### src/rtl/ura_map.svh
// constants for the ulpi register access block
`ifndef URA_MAP_SVH
`define URA_MAP_SVH

// ----------------------------------------------------------------
// command byte fields
// ----------------------------------------------------------------
`define URA_KIND_MSB   7
`define URA_KIND_LSB   6
`define URA_FIELD_MSB  5
`define URA_PID_MSB    3
`define URA_IDLE_BYTE  8'h00
`define URA_EXT_ADDR   6'h2f
`define URA_NOPID_LOW  6'h00

// ----------------------------------------------------------------
// reset values
// ----------------------------------------------------------------
`define URA_BYTE_RST   8'h00
`define URA_PID_RST    4'h0

`endif

### src/rtl/ura_pkg.sv
// types shared by the ulpi register access block
`default_nettype none

package ura_pkg;

  // command class held in the two top bits of the command byte
  typedef enum logic [1:0] {
    URA_K_IDLE = 2'b00,
    URA_K_TX   = 2'b01,
    URA_K_WR   = 2'b10,
    URA_K_RD   = 2'b11
  } ura_kind_t;

  // decoded command byte
  typedef struct packed {
    ura_kind_t   kind;
    logic        ext;
    logic        nopid;
    logic        pid_ok;
    logic [3:0]  pid;
    logic [7:0]  addr;
  } ura_cmd_t;

  // protocol sequencer states
  typedef enum logic [3:0] {
    URA_S_IDLE   = 4'b0000,
    URA_S_CMD    = 4'b0001,
    URA_S_ACK    = 4'b0010,
    URA_S_EADDR  = 4'b0011,
    URA_S_WDATA  = 4'b0100,
    URA_S_WSTP   = 4'b0101,
    URA_S_COMMIT = 4'b0110,
    URA_S_RTURN  = 4'b0111,
    URA_S_RDRIVE = 4'b1000,
    URA_S_RBACK  = 4'b1001,
    URA_S_TXPKT  = 4'b1010
  } ura_state_t;

endpackage : ura_pkg

`default_nettype wire

### src/rtl/ura_cmd_decode.sv
// combinational decoder for the link's command byte
`include "ura_map.svh"
`default_nettype none

module ura_cmd_decode
  import ura_pkg::*;
(
  // raw byte from the bus
  input  wire logic [7:0] cmd_byte,
  // decoded view
  output ura_cmd_t        cmd
);

  // ----------------------------------------------------------------
  // field helpers
  // ----------------------------------------------------------------
  function automatic logic low_is(input logic [7:0] b, input logic [5:0] v);
    return b[`URA_FIELD_MSB:0] == v;
  endfunction : low_is

  wire ura_kind_t kind   = ura_kind_t'(cmd_byte[`URA_KIND_MSB:`URA_KIND_LSB]);
  wire logic      is_reg = cmd_byte[`URA_KIND_MSB];

  assign cmd.kind   = kind;
  assign cmd.ext    = is_reg && low_is(cmd_byte, `URA_EXT_ADDR);
  assign cmd.nopid  = (kind == URA_K_TX) && low_is(cmd_byte, `URA_NOPID_LOW);
  // pid only valid with bits 5:4 clear, bit 3 is the msb
  assign cmd.pid_ok = (kind == URA_K_TX) && (cmd_byte[5:4] == 2'b00);
  assign cmd.pid    = cmd_byte[`URA_PID_MSB:0];
  // immediate address in bits 5:0, zero extended
  assign cmd.addr   = {2'b00, cmd_byte[`URA_FIELD_MSB:0]};

endmodule : ura_cmd_decode

`default_nettype wire

### src/rtl/ura_regmem.sv
// register array with registered read data
`include "ura_map.svh"
`default_nettype none

module ura_regmem (
  // clock and reset
  input  wire logic       clk_sys,
  input  wire logic       resetn,
  input  wire logic       clk_en,
  // write port
  input  wire logic       we,
  input  wire logic [7:0] waddr,
  input  wire logic [7:0] wdata,
  // read port
  input  wire logic       re,
  input  wire logic [7:0] raddr,
  output logic      [7:0] rdata
);

  // contents have no reset so power modes never disturb them
  logic [7:0] mem [0:255];

  always_ff @(posedge clk_sys) begin
    if (clk_en && we) begin
      mem[waddr] <= wdata;
    end
  end

  always_ff @(posedge clk_sys or negedge resetn) begin
    if (!resetn) begin
      rdata <= `URA_BYTE_RST;
    end else if (clk_en && re) begin
      rdata <= mem[raddr];
    end
  end

endmodule : ura_regmem

`default_nettype wire

### src/rtl/ura_ulpi_regacc.sv
// ulpi register access sequencer of the transceiver side
`include "ura_map.svh"
`default_nettype none

module ura_ulpi_regacc
  import ura_pkg::*;
(
  // clock, reset, enable
  input  wire logic       clk_sys,
  input  wire logic       resetn,
  input  wire logic       clk_en,
  // ulpi bus, two-way data pins
  input  wire logic [7:0] data_in,
  output logic      [7:0] data_out,
  output logic            data_oe,
  output logic            dir,
  output logic            nxt,
  input  wire logic       stp,
  // transmit command notice to the packet path
  output logic            tx_start,
  output logic            tx_nopid,
  output logic      [3:0] tx_pid,
  // register write notice to the rest of the transceiver
  output logic            reg_wr,
  output logic      [7:0] reg_wr_addr,
  output logic      [7:0] reg_wr_data
);

  // ----------------------------------------------------------------
  // state and captured fields
  // ----------------------------------------------------------------
  ura_state_t state;
  ura_state_t next_state;
  ura_cmd_t   cmd_now;
  ura_kind_t  kind;
  logic       ext;
  logic [7:0] addr;
  logic [7:0] wdata;

  ura_cmd_decode u_dec (
    .cmd_byte (data_in),
    .cmd      (cmd_now)
  );

  // ----------------------------------------------------------------
  // decode of bus conditions
  // ----------------------------------------------------------------
  // a command is only looked for while idle, which excludes the
  // turnaround cycle because rback always sits between
  wire logic cmd_seen  = (state == URA_S_IDLE) && (cmd_now.kind != URA_K_IDLE);
  wire logic is_wr     = (kind == URA_K_WR);
  wire logic is_rd     = (kind == URA_K_RD);
  wire logic tx_legal  = cmd_now.nopid || cmd_now.pid_ok;
  wire logic take_addr = (state == URA_S_EADDR);
  wire logic take_data = (state == URA_S_WDATA);
  wire logic mem_we    = (state == URA_S_COMMIT);
  wire logic mem_re    = (state == URA_S_RTURN);

  // ----------------------------------------------------------------
  // pin outputs
  // ----------------------------------------------------------------
  // nxt high from t2 until the byte before the end; extended write
  // drops it one cycle earlier relative to the data byte
  assign nxt = (state == URA_S_ACK) || (state == URA_S_EADDR) ||
               (state == URA_S_WDATA) ||
               ((state == URA_S_WSTP) && !ext);
  // dir only for the two read cycles, never during writes
  assign dir = (state == URA_S_RTURN) || (state == URA_S_RDRIVE);
  // rturn is the turnaround, so the bus is driven in rdrive only
  assign data_oe = (state == URA_S_RDRIVE);

  // ----------------------------------------------------------------
  // next state
  // ----------------------------------------------------------------
  always_comb begin
    next_state = state;
    case (state)
      URA_S_IDLE: begin
        if (cmd_seen && cmd_now.kind == URA_K_TX) begin
          next_state = tx_legal ? URA_S_TXPKT : URA_S_IDLE;
        end else if (cmd_seen) begin
          next_state = URA_S_CMD;
        end
      end
      URA_S_CMD: begin
        next_state = URA_S_ACK;
      end
      URA_S_ACK: begin
        if (stp) begin
          next_state = URA_S_IDLE;
        end else if (ext) begin
          next_state = URA_S_EADDR;
        end else if (is_wr) begin
          next_state = URA_S_WDATA;
        end else begin
          next_state = URA_S_RTURN;
        end
      end
      URA_S_EADDR: begin
        next_state = is_wr ? URA_S_WDATA : URA_S_RTURN;
      end
      URA_S_WDATA: begin
        next_state = URA_S_WSTP;
      end
      URA_S_WSTP: begin
        // hold the byte until the link ends the packet
        if (stp) begin
          next_state = URA_S_COMMIT;
        end
      end
      URA_S_COMMIT: begin
        next_state = URA_S_IDLE;
      end
      URA_S_RTURN: begin
        next_state = URA_S_RDRIVE;
      end
      URA_S_RDRIVE: begin
        next_state = URA_S_RBACK;
      end
      URA_S_RBACK: begin
        // bus content of this cycle is never decoded
        next_state = URA_S_IDLE;
      end
      URA_S_TXPKT: begin
        // packet bytes belong to the transmit path, not to us
        if (stp) begin
          next_state = URA_S_IDLE;
        end
      end
      default: begin
        next_state = URA_S_IDLE;
      end
    endcase
  end

  // ----------------------------------------------------------------
  // sequencer registers
  // ----------------------------------------------------------------
  always_ff @(posedge clk_sys or negedge resetn) begin
    if (!resetn) begin
      state <= URA_S_IDLE;
      kind  <= URA_K_IDLE;
      ext   <= 1'b0;
      addr  <= `URA_BYTE_RST;
      wdata <= `URA_BYTE_RST;
    end else if (clk_en) begin
      state <= next_state;
      if (cmd_seen) begin
        kind <= cmd_now.kind;
        ext  <= cmd_now.ext;
        addr <= cmd_now.addr;
      end
      if (take_addr) begin
        addr <= data_in;
      end
      if (take_data) begin
        wdata <= data_in;
      end
    end
  end

  // ----------------------------------------------------------------
  // notices to the rest of the transceiver
  // ----------------------------------------------------------------
  always_ff @(posedge clk_sys or negedge resetn) begin
    if (!resetn) begin
      tx_start    <= 1'b0;
      tx_nopid    <= 1'b0;
      tx_pid      <= `URA_PID_RST;
      reg_wr      <= 1'b0;
      reg_wr_addr <= `URA_BYTE_RST;
      reg_wr_data <= `URA_BYTE_RST;
    end else if (clk_en) begin
      tx_start <= cmd_seen && (cmd_now.kind == URA_K_TX) && tx_legal;
      reg_wr   <= mem_we;
      if (cmd_seen && cmd_now.kind == URA_K_TX) begin
        tx_nopid <= cmd_now.nopid;
        tx_pid   <= cmd_now.pid;
      end
      if (mem_we) begin
        reg_wr_addr <= addr;
        reg_wr_data <= wdata;
      end
    end
  end

  // ----------------------------------------------------------------
  // register array
  // ----------------------------------------------------------------
  // no mode input reaches the array, so its contents persist
  ura_regmem u_mem (
    .clk_sys (clk_sys),
    .resetn  (resetn),
    .clk_en  (clk_en),
    .we      (mem_we),
    .waddr   (addr),
    .wdata   (wdata),
    .re      (mem_re),
    .raddr   (addr),
    .rdata   (data_out)
  );

  // ----------------------------------------------------------------
  // checks
  // ----------------------------------------------------------------
  wire logic wr_busy = (state == URA_S_WDATA) || (state == URA_S_WSTP) ||
                       (state == URA_S_COMMIT) || (is_wr && state != URA_S_IDLE);

  a_write_dir_low: assert property (@(posedge clk_sys) disable iff (!resetn)
    wr_busy |-> !dir)
    else $error("dir raised during a register write");

  a_imm_wr_nxt: assert property (@(posedge clk_sys) disable iff (!resetn)
    (clk_en && state == URA_S_CMD && is_wr && !ext) ##1 (clk_en && !stp) ##1 clk_en
      ##1 (clk_en && stp)
      |-> (nxt && $past(nxt, 1) && $past(nxt, 2)) ##1 !nxt)
    else $error("immediate write nxt window wrong");

  a_wr_nxt_shape: assert property (@(posedge clk_sys) disable iff (!resetn)
    (clk_en && state == URA_S_CMD && is_wr) ##1 (clk_en && !stp)[*3]
      |-> (nxt && $past(nxt, 1) && $past(nxt, 2)) ##1 (nxt == !ext))
    else $error("write nxt sequence wrong");

  // only the first commit cycle counts; a frozen enable may hold commit
  a_commit_after_stp: assert property (@(posedge clk_sys) disable iff (!resetn)
    $rose(mem_we) |-> $past(stp) && $past(state) == URA_S_WSTP)
    else $error("register written without stp");

  a_imm_rd_dir: assert property (@(posedge clk_sys) disable iff (!resetn)
    (clk_en && state == URA_S_CMD && is_rd && !ext) ##1 (clk_en && !stp) ##1 clk_en[*2]
      |-> ($past(dir && !nxt && !data_oe) && dir && data_oe) ##1 !dir)
    else $error("immediate read dir timing wrong");

  a_ext_rd_dir: assert property (@(posedge clk_sys) disable iff (!resetn)
    (clk_en && state == URA_S_CMD && is_rd && ext) ##1 (clk_en && !stp) ##1 clk_en[*3]
      |-> ($past(nxt && !dir, 3) && $past(nxt && !dir, 2) &&
           $past(dir && !nxt && !data_oe, 1) && dir && data_oe) ##1 !dir)
    else $error("extended read dir timing wrong");

  a_turn_no_drive: assert property (@(posedge clk_sys) disable iff (!resetn)
    (dir != $past(dir)) |-> !data_oe)
    else $error("bus driven in a turnaround cycle");

  a_drive_owns_bus: assert property (@(posedge clk_sys) disable iff (!resetn)
    data_oe |-> dir && $past(dir) && !nxt)
    else $error("bus driven without ownership");

  a_nopid_decode: assert property (@(posedge clk_sys) disable iff (!resetn)
    (clk_en && state == URA_S_IDLE && data_in == 8'h40) |=> tx_start && tx_nopid)
    else $error("nopid transmit not flagged");

  a_pid_decode: assert property (@(posedge clk_sys) disable iff (!resetn)
    (clk_en && state == URA_S_IDLE && data_in[7:4] == 4'h4) |=>
      tx_start && tx_pid == $past(data_in[3:0]))
    else $error("pid not taken from low nibble");

  a_ext_addr_take: assert property (@(posedge clk_sys) disable iff (!resetn)
    (clk_en && state == URA_S_IDLE && data_in[7] && data_in[5:0] == 6'h2f)
      |=> ##2 (clk_en && state == URA_S_EADDR) |=> addr == $past(data_in))
    else $error("extended address not captured");

  a_wdata_take: assert property (@(posedge clk_sys) disable iff (!resetn)
    (clk_en && state == URA_S_WDATA) |=> wdata == $past(data_in))
    else $error("write data byte not captured");

  a_wr_notice: assert property (@(posedge clk_sys) disable iff (!resetn)
    (clk_en && mem_we) |=> reg_wr && reg_wr_addr == $past(addr) &&
      reg_wr_data == $past(wdata))
    else $error("write notice does not match the committed byte");

  // abort only in the first nxt cycle, before any byte is owed
  a_stp_abort: assert property (@(posedge clk_sys) disable iff (!resetn)
    (clk_en && state == URA_S_ACK && stp) |=> state == URA_S_IDLE && !nxt && !dir)
    else $error("stp in the first nxt cycle did not abort");

  a_idle_ignored: assert property (@(posedge clk_sys) disable iff (!resetn)
    (clk_en && state == URA_S_IDLE && data_in[7:6] == 2'b00) |=> state == URA_S_IDLE)
    else $error("idle byte taken as a command");

endmodule : ura_ulpi_regacc

`default_nettype wire

### config.mk
export PLATFORM = sky130hd
export DESIGN_NAME = ura_ulpi_regacc
export DESIGN_NICKNAME = d
export VERILOG_FILES = /design/src/rtl/ura_pkg.sv /design/src/rtl/ura_cmd_decode.sv /design/src/rtl/ura_regmem.sv /design/src/rtl/ura_ulpi_regacc.sv
export VERILOG_INCLUDE_DIRS = /design/src /design/src/rtl
export SDC_FILE = /design/constraint.sdc
export NUM_CORES = 2
export LEC_CHECK = 0
export ABC_CLOCK_PERIOD_IN_PS = 10100
export BUFFER_PORTS_ARGS = -buffer_cell sky130_fd_sc_hd__buf_4
export CAP_MARGIN = 20
export CORE_MARGIN = 2
export CORE_UTILIZATION = 39
export CTS_CLUSTER_DIAMETER = 200
export DETAILED_ROUTE_END_ITERATION = 7
export PLACE_DENSITY = 0.59
export SETUP_SLACK_MARGIN = 0.2
export SYNTH_ARGS = -nofsm -noshare
export SYNTH_HDL_FRONTEND = slang
export SYNTH_SLANG_ARGS = --single-unit
### constraint.sdc
create_clock -name clk_sys -period 10.1 [get_ports clk_sys]
set_input_delay 2.02 -clock clk_sys [delete_from_list [all_inputs] [get_ports clk_sys]]
set_output_delay 2.02 -clock clk_sys [all_outputs]
set_load 0.02 [all_outputs]
; ---- Word-level counts from Yosys, hierarchy flattened
; Memories as Yosys holds them, arrays and structs flattened. A register that Yosys moved wholly into a read port is not among the register bits.
; Index checks and enable logic that the tools add are counted.
[totals]
reg_bits = 46
mem_bits_rw = 2048
input_bits = 12
out_inout_bits = 34
wordCells = 67
memories = 1
[op_classes]
n_eq_ne = 15
n_mux = 13
reduce_logical = 27
[memory_table]
columns = memory, words, width, read_ports, rd_clocked_by_memory_dff, write_ports, line_no
row1 = u_mem.mem, 256, 8, 1, 1, 1, ura_regmem.sv:21  ; logic [7:0] mem [0:255];
[op_table]
columns = operator, n
row1 = 4-bit case mux with 9 select lines, 1
row2 = 4-bit 2-to-1 mux, 5
row3 = "4-bit by 3-bit equality test with 1-bit output, second input constant", 4
row4 = 8-bit 2-to-1 mux, 2
row5 = 2-bit AND reduction, 5
row6 = 1-bit logical AND, 9
row7 = "4-bit by 2-bit equality test with 1-bit output, second input constant", 2
row8 = "4-bit equality test, second input constant", 2
row9 = "6-bit equality test, second input constant", 1
row10 = 6-bit zero test, 1
row11 = 3-bit 2-to-1 mux, 2
row12 = 1-bit logical OR, 5
row13 = "4-bit by 1-bit equality test with 1-bit output, second input constant", 1
row14 = 4-bit zero test, 1
row15 = "2-bit inequality test, second input constant", 2
row16 = 4-bit AND reduction, 1
row17 = 2-bit nonzero test, 2
row18 = "3-bit by 2-bit inequality test with 1-bit output, second input constant", 1
row19 = "2-bit by 1-bit equality test with 1-bit output, second input constant", 1
row20 = "2-bit equality test, second input constant", 1
row21 = 1-bit zero test, 2
row22 = 2-bit zero test, 1
row23 = 1-bit 2-to-1 mux, 2
row24 = 2-bit 2-to-1 mux, 1

; ---- Depth between registers and ports, before layout
[logic_depth]
word_depth = 6
depth_mapped = 13

; ---- By module
; A second synthesis with hierarchy kept.
[hier_totals]
hier_cells = 4136
area_unflattened_um2 = 82599.2
[modules_own_cells]
columns = mod, instances, cells_each, area_per_inst_um2
row1 = ura_regmem, 1, 3951, 80260.7
row2 = ura_ulpi_regacc, 1, 164, 2178.3
row3 = ura_cmd_decode, 1, 21, 160.2

; ---- Least setup slack after synthesis
; OpenSTA, ideal clock, no wires.
[synth_path]
path_kind = flip-flop to flip-flop
from = register wdata[5]
to = memory u_mem.mem[0][5] (data pin)
setup_time_ns = 0.806
arrival_time_ns = 3.197
required_ns = 9.294
slack_ns = 6.096
path_stages_with_launch = 1
n_path_buf = 0
synth_period_minus_slack_ns = 4.004
cell_sequence = dfrtp_1
[synth_lines]
columns = item, line_no
row1 = from (decl), ura_ulpi_regacc.sv:38  ; logic [7:0] wdata;
row2 = from (signal assigned), ura_ulpi_regacc.sv:145  ; wdata <= `URA_BYTE_RST;
row3 = from (signal assigned), ura_ulpi_regacc.sv:157  ; wdata <= data_in;
row4 = to (decl), ura_regmem.sv:21
; Straight into the memory's write port.

==> metrics.txt <==
Post-Synth XOR/XNOR Area=0%; delay-heaviest family, CP=buffers and inverters; Syn Inst Count=3885; root buf cell=clkbuf_16; worst vdd ir=0.0002597 V; pin count of the biggest net entering global routing=175; synthesized flop and latch total=2102; Compound-Gate Fraction of Synth Area=2.341%; fraction of registers with async set/reset=2.569%; Rel. slew slack=22.50%; switching fraction of total power=32.50%; max-slew violations=0; final hold violations=0; multiplexer area fraction after synthesis=16.21%; total setup violations reported at the end of the flow=0; total grt overflow=0; main combinational cell family by area after synthesis=multiplexers; CTS resizes=0; synthesized area=0.08200 mm²; buffers plus inverters on the worst setup path=2; Worst-Skew Late Latency=0.85 ns; All-Layer GR Usage=19.61%; Sink Count=2102; Main synth FF type=edfxtp_1; core area=0.2094 mm²; # rows=168; Pint=18.23 mW; H-tree depth=4; NetSw=8.779 mW; sequential element share of the synthesized area=76.65%; Post CTS Setup Buffer Count=0; CP Capture Type=register; fmax=207.7 MHz; DRC Markers=0; CP max stage cell=dfrtp_4; Clk pwr share=29.1%; clock skew=0.03776 ns; Comb power frac=28.2%; startpoint types=register; period utilization=47.68%; DR vias/cell=5.770; worst hold slack=0.4764 ns; clock slew at reported path FFs=0.06 ns; CP cell instances=buf_4 > buf_4 > mux4_2 > mux2i_1 > a221oi_1 > a221oi_1 > or4b_1 > a21oi_1; Final ANT Viol Nets=0; PortBufs=45; Reg2Reg Depth=8; Synth Area in Simple Gates=2.916%; Hold Path Class=reg2reg; CP max stage delay=0.90 ns; Yosys cell types=62; Setup TNS Final=0 ns; Worst-Margin Slew=1.158 ns; Pwr Total=27.01 mW; routed via count=40160; syn_area_per_cell=21.11 µm²; P per Cell Area=293.7 mW/mm²; critical path arrival=5.59 ns; Detailed Place HPWL=125200 µm; Layout Nets=3992; Worst path depth=8; CP Max Fanout=48; Die ar.=0.2139 mm²; CTS buffer count=202; gpl congestion=0.8815; register share of total power=42.7%; Initial Utilization=39.17%; Longest Clk Path Bufs=3; max-cap viol count=0; RSZ-0062 raised after global routing=false; Cells on Worst Hold Path=2; ant diodes=0; cts-stage hold buffer count=0; die width=462.5 µm; Yosys Warn Count=0; die height=462.5 µm; type of the worst setup path=reg2reg; Synthesized Nets=3897; cell leakage power=28.58 nW; outcome=complete, no violations; final WL=212700 µm; Starting DRT DRC Count=5079; WL/cell=30.56 µm; synthesis-to-finish area growth=12.17%; vias in the first global route=39930; EDFF count, synth=2048; CP required=10.87 ns; Inst Count DP=6580; # IOs=46; first-pass GRT wire length=304100 µm; CTS tree=done; Post-Synth Adder-Cell Area=0%; share of layout cells above drive strength 1=24.68%; initial antenna violation count=8; drt first pass iters=5; fillcell total=17740; Layout Cells excl Fill=6959; Final min period=4.816 ns
worst min-delay path, stage by stage (launching register included):
cell and delay, ns:
dfrtp_1 0.34, nand2_1 0.05, nand2_1 0.05
placed cells by master, fill, tap and decap left out, types with 24 or more instances in the layout:
| master | n |
|---|---|
| edfxtp_1 | 2048 |
| mux4_2 | 480 |
| nor2_1 | 310 |
| clkbuf_16 | 206 |
| mux2i_1 | 153 |
| nand2_1 | 137 |
| buf_4 | 113 |
| mux2_2 | 80 |
| o22ai_1 | 54 |
| clkinv_1 | 44 |
| dfrtp_1 | 42 |
| clkinv_2 | 41 |
| clkbuf_1 | 34 |
| a22oi_1 | 33 |
| bufinv_16 | 32 |
| o21ai_0 | 27 |
| a21oi_1 | 24 |
Yosys cell counts, types with 6 or more instances:
master	n	area share, %
a211oi_1	10	0.092
a21oi_1	24	0.15
a221oi_1	20	0.21
a22o_1	9	0.096
a22oi_1	33	0.30
a311oi_1	7	0.075
a31oi_1	8	0.061
a32oi_1	18	0.19
and3_1	8	0.061
buf_1	6	0.027
buf_12	8	0.20
buf_2	51	0.31
buf_4	45	0.41
buf_6	34	0.47
clkbuf_1	83	0.38
dfrtp_1	54	1.6
edfxtp_1	2048	75
inv_1	6	0.027
mux2_2	80	1.1
mux2i_1	153	1.9
mux4_2	480	13
nand2_1	148	0.68
nand2b_1	6	0.046
nand3_1	15	0.092
nor2_1	311	1.4
nor2b_1	17	0.13
nor3_1	15	0.092
nor4_1	9	0.069
o2111ai_1	9	0.096
o211ai_1	8	0.073
o21ai_0	27	0.16
o221ai_1	20	0.21
o22ai_1	54	0.41
o31ai_1	6	0.055
or2_2	10	0.076
path summary, 6_finish.rpt:
path | startpoint | to | slack [ns]
worst min-delay path | kind[1] | kind[1] | 0.48
worst max register to register | addr[0] | u_mem.rdata[1] | 5.28
worst min register to register | kind[1] | kind[1] | 0.48
min in group asynchronous | resetn | tx_start | 1.26
max in group asynchronous | resetn | addr[0] | 8.22
worst max-delay path | addr[0] | u_mem.rdata[1] | 5.28
state kept, by name (all words and copies together), names as in the netlist:
signal       cells
addr             8
tx_nopid         1
kind             2
tx_start         1
tx_pid           4
u_mem.mem     2048
wdata            8
state            4
reg_wr_data      8
reg_wr           1
ext              1
u_mem.rdata      8
reg_wr_addr      8
final cells by class:
cell class / instances / area, µm² / share of cell area (%)
Sequential cell: 2102 / 62900 / 68.38
Multi-Input combinational cell: 1546 / 17670 / 19.21
Clock buffer: 240 / 5283 / 5.743
Tap cell: 2805 / 3510 / 3.816
Clock inverter: 138 / 1592 / 1.730
Timing Repair Buffer: 121 / 1003 / 1.091
Inverter: 7 / 28.78 / 0.03129
power by group through the flow:
stage	Sequential (mW)	Combinational, mW	Clock [mW]
after floorplan	12.1	4.61	0
after global placement	11.7	7.62	0
after detailed placement	11.7	7.64	0
after CTS	11.5	7.65	7.98
after global routing	11.6	8.02	8.32
final	11.5	7.62	7.86
per-layer routing:
layer / track usage [%] / vias up / share of wire [%]
li1: - / 16330 / -
met1: 28.28 / 21620 / 42
met2: 30.25 / 1906 / 47
met3: 4.183 / 293 / 8.4
met4: 5.432 / 2 / 2.5
met5: 0 / - / 0.0047
per-stage QoR:
| stage | cell area (µm²) | setup WS, ns | util (%) |
|---|---|---|---|
| 2_1_floorplan | 82000 | 6.096 | - |
| 3_3_place_gp | 85080 | 4.768 | 40.64 |
| 3_5_place_dp | 85100 | 4.704 | 40.65 |
| 4_1_cts | 91970 | 5.399 | 43.93 |
| 5_1_grt | 91980 | 5.132 | 43.93 |
| 6_report | 91980 | 5.284 | 43.93 |
cell families (layout without fill, tap and decap cells):
| group | count (synthesis) | in the layout |
|---|---|---|
| flip-flops | 2102 | 2102 |
| AO/OA/AOI/OAI | 266 | 266 |
| multiplexers | 715 | 715 |
| buffers and inverters | 237 | 506 |
| AND/OR/NAND/NOR | 565 | 565 |
(Power assumes the default switching activity.)
